==> src/core/i2c_addr_pkg.sv <==
// Constants shared by the I2C address configuration block
package i2c_addr_pkg;
  // Register byte addresses on the APB side
  localparam logic [7:0]  CFG_OFFSET     = 8'h00;
  localparam logic [7:0]  TARGET_OFFSET  = 8'h04;
  localparam logic [7:0]  OWN_OFFSET     = 8'h08;
  localparam logic [7:0]  MASK_OFFSET    = 8'h30;
  localparam logic [7:0]  RAW_OFFSET     = 8'h34;
  localparam logic [7:0]  ENABLE_OFFSET  = 8'h6C;
  localparam int          ADDR_LSB       = 2;
  localparam int          ADDR_MSB       = 7;
  // Target address register fields
  localparam int          TAR_ADDR_MSB   = 9;
  localparam int          TAR_SEL_BIT    = 10;
  localparam int          TAR_SPEC_BIT   = 11;
  localparam int          TAR_IDENT_BIT  = 13;
  // Own address field and short-address width
  localparam int          OWN_ADDR_MSB   = 9;
  localparam int          SHORT_ADDR_MSB = 6;
  // Configuration and enable bits
  localparam int          CFG_SLV10_BIT  = 3;
  localparam int          ENABLE_BIT     = 0;
  // Event bit positions in raw status and mask
  localparam int          ABORT_BIT      = 6;
  // Reset values
  localparam logic [9:0]  ADDR_RESET     = 10'h055;
  localparam logic        SPEC_RESET     = 1'h0;
  localparam logic        SEL_RESET      = 1'h0;
  // Address sent for the special commands
  localparam logic [9:0]  GCALL_ADDR     = 10'h000;
  localparam logic [9:0]  STARTB_ADDR    = 10'h001;
  localparam logic [31:0] ZERO_WORD      = 32'h0000_0000;
  // Special-command mode, Gray coded along normal -> gcall -> startbyte
  typedef enum logic [1:0] {
    MODE_NORMAL = 2'b00,
    MODE_GCALL  = 2'b01,
    MODE_STARTB = 2'b11
  } mode_e;
endpackage : i2c_addr_pkg

==> src/core/i2c_address_config.sv <==
// Address configuration slice of an I2C controller with APB registers
//
// How it works
// - Special bit gates general call, start byte
// - Select counts only if special and not ident
// - Read after general call raises transmit abort
// - General call mode held until special cleared
// - Select zero general call, one start byte
// - Target field addresses master transfers, reset 055
// - Target field ignored during general call
// - Self loopback is one direction only
// - Master never reads from its own slave
// - Own field holds slave address, reset 055
// - Seven-bit mode compares own bits 6:0 only
// - Own register writable only while disabled
// - Target register writable only while disabled
// - Special zero means normal target use
`timescale 1ns/1ps
`default_nettype none
module i2c_address_config
  import i2c_addr_pkg::*;
(
  input  wire logic        CLK,          // System clock, 40 MHz
  input  wire logic        RST,          // Synchronous reset, active high
  input  wire logic        PSEL,         // APB select
  input  wire logic        PENABLE,      // APB access phase
  input  wire logic        PWRITE,       // APB direction, high for write
  input  wire logic [7:0]  PADDR,        // APB byte address
  input  wire logic [31:0] PWDATA,       // APB write data
  output logic      [31:0] PRDATA,       // APB read data
  output logic             PREADY,       // APB ready
  output logic             PSLVERR,      // APB error on unmapped address
  input  wire logic        CMD_VALID,    // Master command strobe
  input  wire logic        CMD_READ,     // Command direction, high for read
  output logic             SEND_VALID,   // Address phase may start
  output logic      [9:0]  SEND_ADDR,    // Address to put on the bus
  output logic             CMD_ABORT,    // Command refused, one pulse
  input  wire logic        RX_ADDR_VALID,// Slave side saw an address
  input  wire logic [9:0]  RX_ADDR,      // Address seen by slave side
  output logic             SLAVE_HIT,    // Seen address is ours, pulse
  output logic             GCALL_MODE,   // General call mode active
  output logic             STARTB_MODE,  // Start byte mode active
  output logic             LOOPBACK,     // Target equals own address, flagged in normal mode only
  output logic             ENABLED,      // Controller enable bit
  output logic             INTR          // Level interrupt
);

  typedef struct packed {
    logic [9:0]  tar_addr;
    logic        tar_sel;
    logic        tar_spec;
    logic        tar_ident;
    logic [9:0]  own_addr;
    logic        slv10;
    logic        enable;
    logic        raw_abort;
    logic        mask_abort;
    mode_e       mode;
    logic [31:0] prdata;
    logic        pready;
    logic        pslverr;
    logic        send_valid;
    logic [9:0]  send_addr;
    logic        abort;
    logic        hit;
    logic        loopback;
    logic        intr;
    logic        gcall_flag;
    logic        startb_flag;
  } state_s;

  state_s state_reg;
  state_s state_next;

  // Compare two addresses over seven or ten bits
  function automatic logic addr_match(input logic [9:0] a,
                                      input logic [9:0] b,
                                      input logic       ten);
    logic short_eq;
    short_eq = (a[SHORT_ADDR_MSB:0] == b[SHORT_ADDR_MSB:0]);
    if (ten)
      addr_match = (a == b);
    else
      addr_match = short_eq;
  endfunction : addr_match

  logic       setup_phase;
  logic       wr_access;
  logic [7:0] word_addr;
  logic       mapped;
  logic       self_target;
  logic       abort_event;

  // APB decode; the slave answers in the first access cycle
  assign setup_phase = PSEL && !PENABLE;
  assign wr_access   = PSEL && PENABLE && PWRITE && state_reg.pready;
  assign word_addr   = {PADDR[ADDR_MSB:ADDR_LSB], 2'b00};
  assign mapped      = (word_addr == CFG_OFFSET)    ||
                       (word_addr == TARGET_OFFSET) ||
                       (word_addr == OWN_OFFSET)    ||
                       (word_addr == MASK_OFFSET)   ||
                       (word_addr == RAW_OFFSET)    ||
                       (word_addr == ENABLE_OFFSET);
  assign self_target = addr_match(state_reg.tar_addr, state_reg.own_addr,
                                  state_reg.slv10);

  // Next state of registers, mode and outputs
  always_comb
  begin
    state_next            = state_reg;
    state_next.pready     = 1'b0;
    state_next.pslverr    = 1'b0;
    state_next.send_valid = 1'b0;
    state_next.abort      = 1'b0;
    state_next.hit        = 1'b0;
    abort_event           = 1'b0;

    // Read data is captured in setup so PRDATA can come from a flop
    if (setup_phase)
    begin
      state_next.pready  = 1'b1;
      state_next.pslverr = !mapped;
      state_next.prdata  = ZERO_WORD;
      if (!PWRITE)
      begin
        unique case (word_addr)
          CFG_OFFSET:
            state_next.prdata[CFG_SLV10_BIT] = state_reg.slv10;
          TARGET_OFFSET:
          begin
            // Upper bits stay zero on read
            state_next.prdata[TAR_ADDR_MSB:0] = state_reg.tar_addr;
            state_next.prdata[TAR_SEL_BIT]    = state_reg.tar_sel;
            state_next.prdata[TAR_SPEC_BIT]   = state_reg.tar_spec;
            state_next.prdata[TAR_IDENT_BIT]  = state_reg.tar_ident;
          end
          OWN_OFFSET:
            state_next.prdata[OWN_ADDR_MSB:0] = state_reg.own_addr;
          MASK_OFFSET:
            state_next.prdata[ABORT_BIT] = state_reg.mask_abort;
          RAW_OFFSET:
            state_next.prdata[ABORT_BIT] = state_reg.raw_abort;
          ENABLE_OFFSET:
            state_next.prdata[ENABLE_BIT] = state_reg.enable;
          default:
            state_next.prdata = ZERO_WORD;
        endcase
      end
    end

    // Register writes; address registers are frozen while enabled
    if (wr_access)
    begin
      unique case (word_addr)
        CFG_OFFSET:
          if (!state_reg.enable)
            state_next.slv10 = PWDATA[CFG_SLV10_BIT];
        TARGET_OFFSET:
          if (!state_reg.enable)
          begin
            state_next.tar_addr  = PWDATA[TAR_ADDR_MSB:0];
            state_next.tar_sel   = PWDATA[TAR_SEL_BIT];
            state_next.tar_spec  = PWDATA[TAR_SPEC_BIT];
            state_next.tar_ident = PWDATA[TAR_IDENT_BIT];
          end
        OWN_OFFSET:
          if (!state_reg.enable)
            state_next.own_addr = PWDATA[OWN_ADDR_MSB:0];
        MASK_OFFSET:
          state_next.mask_abort = PWDATA[ABORT_BIT];
        RAW_OFFSET:
          if (PWDATA[ABORT_BIT])
            state_next.raw_abort = 1'b0;
        ENABLE_OFFSET:
          state_next.enable = PWDATA[ENABLE_BIT];
        default:
          state_next.enable = state_reg.enable;
      endcase
    end

    // Special command mode; general call is left only by clearing special
    unique case (state_reg.mode)
      MODE_NORMAL:
        if (state_reg.tar_spec && !state_reg.tar_ident)
          state_next.mode = state_reg.tar_sel ? MODE_STARTB
                                              : MODE_GCALL;
      MODE_GCALL:
        if (!state_reg.tar_spec)
          state_next.mode = MODE_NORMAL;
      MODE_STARTB:
        if (!state_reg.tar_spec || state_reg.tar_ident ||
            !state_reg.tar_sel)
          state_next.mode = MODE_NORMAL;
      default:
        state_next.mode = MODE_NORMAL;
    endcase

    // Master command: pick the address or refuse the command
    if (CMD_VALID && state_reg.enable)
    begin
      if (CMD_READ && state_reg.mode == MODE_GCALL)
        abort_event = 1'b1;
      else if (CMD_READ && state_reg.mode == MODE_NORMAL && self_target)
        abort_event = 1'b1;
      else
      begin
        state_next.send_valid = 1'b1;
        unique case (state_reg.mode)
          MODE_GCALL:
            state_next.send_addr = GCALL_ADDR;
          MODE_STARTB:
            state_next.send_addr = STARTB_ADDR;
          default:
            state_next.send_addr = state_reg.tar_addr;
        endcase
      end
    end
    state_next.abort = abort_event;

    // Sticky abort flag; a new event beats a same-cycle clear
    if (abort_event)
      state_next.raw_abort = 1'b1;

    // Slave side address match
    if (RX_ADDR_VALID && state_reg.enable)
      state_next.hit = addr_match(RX_ADDR, state_reg.own_addr,
                                  state_reg.slv10);

    // Loopback only flags the condition; reads to self are refused above
    state_next.loopback = self_target && state_reg.mode == MODE_NORMAL;
    state_next.intr     = state_next.raw_abort && state_next.mask_abort;

    // Mode flags kept in flops beside the mode, so the outputs need no decode
    state_next.gcall_flag  = state_next.mode == MODE_GCALL;
    state_next.startb_flag = state_next.mode == MODE_STARTB;
  end

  // State register with synchronous reset
  always_ff @(posedge CLK)
  begin
    if (RST)
    begin
      state_reg            <= '0;
      state_reg.tar_addr   <= ADDR_RESET;
      state_reg.own_addr   <= ADDR_RESET;
      state_reg.tar_spec   <= SPEC_RESET;
      state_reg.tar_sel    <= SEL_RESET;
      state_reg.mode       <= MODE_NORMAL;
    end
    else
      state_reg <= state_next;
  end

  // Outputs straight from the state flops
  assign PRDATA      = state_reg.prdata;
  assign PREADY      = state_reg.pready;
  assign PSLVERR     = state_reg.pslverr;
  assign SEND_VALID  = state_reg.send_valid;
  assign SEND_ADDR   = state_reg.send_addr;
  assign CMD_ABORT   = state_reg.abort;
  assign SLAVE_HIT   = state_reg.hit;
  assign GCALL_MODE  = state_reg.gcall_flag;
  assign STARTB_MODE = state_reg.startb_flag;
  assign LOOPBACK    = state_reg.loopback;
  assign ENABLED     = state_reg.enable;
  assign INTR        = state_reg.intr;
endmodule : i2c_address_config
`default_nettype wire

==> config.mk <==
export PLATFORM = sky130hd
export DESIGN_NAME = i2c_address_config
export DESIGN_NICKNAME = d
export VERILOG_FILES = /design/src/core/i2c_addr_pkg.sv /design/src/core/i2c_address_config.sv
export SDC_FILE = /design/constraint.sdc
export NUM_CORES = 1
export LEC_CHECK = 0
export ABC_AREA = 0
export BUFFER_PORTS_ARGS = -buffer_cell sky130_fd_sc_hd__buf_2
export CORE_MARGIN = 8
export CORE_UTILIZATION = 49
export DETAILED_ROUTE_END_ITERATION = 7
export PLACE_DENSITY = 0.8
export SLEW_MARGIN = 10
export SYNTH_ARGS = -nofsm -noshare
export SYNTH_HDL_FRONTEND = slang
export SYNTH_SLANG_ARGS = --single-unit
==> constraint.sdc <==
create_clock -name CLK -period 2.4 [get_ports CLK]
set_input_delay 0.48 -clock CLK [delete_from_list [all_inputs] [get_ports CLK]]
set_output_delay 0.48 -clock CLK [all_outputs]
set_load 0.05 [all_outputs]
==> metrics.cfg <==
[clock_network]
cts_setup_buffers=0
cts_htree_levels=3
cts_buffer_depth=2
ctsResizeCount=0
clock-root-buffer=clkbuf_8
cts_tree=done
clock_latency_ps=340
clk_pin_slew_ps=70
cts_sinks=61
cts_hold_buf=0
cts_buffers=9

[floorplanning]
die_w_um=93.6
die_y_um=93.6
rows=28
core_area_mm2=0.00589
dieArea_mm2=0.00876
initial_core_util_pct=50.1
pin_count=110

[global_route]
grtUsageTotal_pct=16.2
antenna_found_initial=0
overflow=0
grt_pass1_vias=2342
grt_max_degree=36
grt_first_pass_wirelength_mm=11.2

[place]
dp_hpwl_mm=5.38
dp_slack_ps=269
port_buffers=69
place_congestion=0.878

[detailed_routing]
route.detailed.wl_per_inst_um=15.9
drtPass1Iterations=4
viasPerCell=5.28
wl_mm=6.99
drt_iter0_markers=162
vias=2324
antenna_left=0
drc=0

[timing]
worst_pin_slew_ps=658
drv_slew=0
finalHoldViolCount=0
period_share_pct=77.2
holdWs_ps=372
grt_setup_unrepaired=no
setup_viol=0
skew_ps=3.17
max_slew_margin_pct=56.1
totalNegativeSetupSlack_ps=0
period_needed_ps=1850
max_freq_ghz=0.539
setup_ws_ps=546

[finish]
fill_cells=536
area_growth_pct=12.2
layout.nets=418
antennaDiodeCount=0
largest_reg_flops=28
drive_above_1_share_pct=25.8
finish.utilization_pct=56.2

[setup_path]
r2r-start=state_reg[66]
arrival_ps=2060
start_kind=flop
criticalPathCategory=flop to flop
path_max_fanout=10
cp_data_required_time_ps=2600
reg2regPathDepth=5
r2r_end=SEND_ADDR[0]
r2r_setup_slack_ps=550
setup.worst_path.end_class=flop

[worst_hold_path]
hp-class=input pin to flop
hold_depth=3
worstHoldStart=PWDATA[4]
hold_end=state_reg[61]

[logic_synthesis]
synth_enable_flop_cells=0
yosysSeqAreaShare_pct=41.4
synth.most_common_cell=dfxtp_1
synth.distinct_cells=47
synth-async-reset-ratio_pct=0
ys_ff_latch=61
synth_top_area_share_pct=41.4
syn_inst=314
synth_area_mm2=0.00295
syn_area_per_cell_um2=9.39
yosys_warnings=0
ys_top_cells_by_count=dfxtp_1 (61), buf_4 (42), nor2_1 (34)
ys_top_cells_by_area=dfxtp_1 (41%), buf_4 (11%), mux2i_1 (9.2%)
synth_flop_cell=dfxtp_1
synth_top_cell_by_area=dfxtp_1

[run]
maxCapViolCount=0

[power_and_ir_drop]
peakVddDrop_mv=0.368
p_leak_nw=1.41
power.density_mw_per_mm2=628

[run_status]
status=finished clean

## layout by cell type, fill, tap and decap left out, drive strengths merged, types with 2 or more instances in the layout
cell	count
buf	73
dfxtp	61
nor2	36
mux2i	27
nand2	19
conb	19
xnor2	13
clkbuf	11
a21oi	9
a32o	9
a22oi	9
xor2	7
a22o	7
nand3	6
inv	5
nor2b	5
nor3	5
nand2b	4
nor4	4
clkinv	4
and4b	3
o21ai	3
nand4	2
o31a	2
and4	2
and3	2
## per-stage QoR
| stage | area (µm²) | instances | power [mW] |
|---|---|---|---|
| after floorplan | 3020 | 332 | 1.18 |
| after global placement | 3120 | 424 | 1.21 |
| after detailed placement | 3120 | 424 | 1.21 |
| after CTS | 3310 | 440 | 2.09 |
| after global routing | 3310 | 440 | 2.16 |
| final | 3310 | 440 | 2.08 |
## how the worst max path moves through the flow
| stage | startpoint | to | slack, ps | cells past startpoint |
|---|---|---|---|---|
| 2_1_floorplan | PADDR[5] | state_reg[70] | 430 | 6 |
| 3_3_place_gp | PADDR[5] | state_reg[76] | 340 | 6 |
| 3_5_place_dp | PADDR[5] | state_reg[59] | 270 | 6 |
| 4_1_cts | state_reg[66] | SEND_ADDR[0] | 550 | 5 |
| 5_1_grt | state_reg[66] | SEND_ADDR[0] | 450 | 5 |
| 6_report | state_reg[66] | SEND_ADDR[0] | 550 | 5 |
## worst max-delay path: stages, from the launching register on
cell and delay, ps:
dfxtp_1 360, xor2_1 170, o31a_1 340, o31a_1 280, o211ai_2 400, a221oi_1 170
## layer usage
| layer | up-vias | track usage (%) | wire, µm |
|---|---|---|---|
| met3 | 11 | 5.21 | 490 |
| met2 | 73 | 26.9 | 3410 |
| met5 | - | 0 | 0 |
| li1 | 1135 | - | - |
| met4 | 0 | 8.45 | 153 |
| met1 | 1105 | 18.1 | 2940 |
## kinds of logic (layout without fill, tap and decap cells)
group	count (synthesis)	after routing	synth area share, %
AOI/OAI and AO/OA	49	49	13.1
xor gates and xnor gates	20	20	5.94
buffers and inverters	61	94	13.5
DFF	61	61	41.4
muxes	27	27	9.16
other	1	19	0.127
and+or+nand+nor	95	95	16.7
## power breakdown
group	switching, mW	internal (mW)
clock network	0.387	0.500
registers	0.000835	1.01
logic	0.135	0.0412
## layout make-up
| class | instances | area [µm²] | area share, % |
|---|---|---|---|
| Multi-Input combinational cell | 210 | 1400 | 42.2 |
| Sequential cell | 61 | 1220 | 36.9 |
| Timing Repair Buffer | 73 | 388 | 11.7 |
| Clock buffer | 11 | 141 | 4.27 |
| Tap cell | 75 | 93.8 | 2.84 |
| Clock inverter | 5 | 50.0 | 1.51 |
| Inverter | 5 | 18.8 | 0.567 |
No activity file was read; power rests on OpenSTA's default activity.
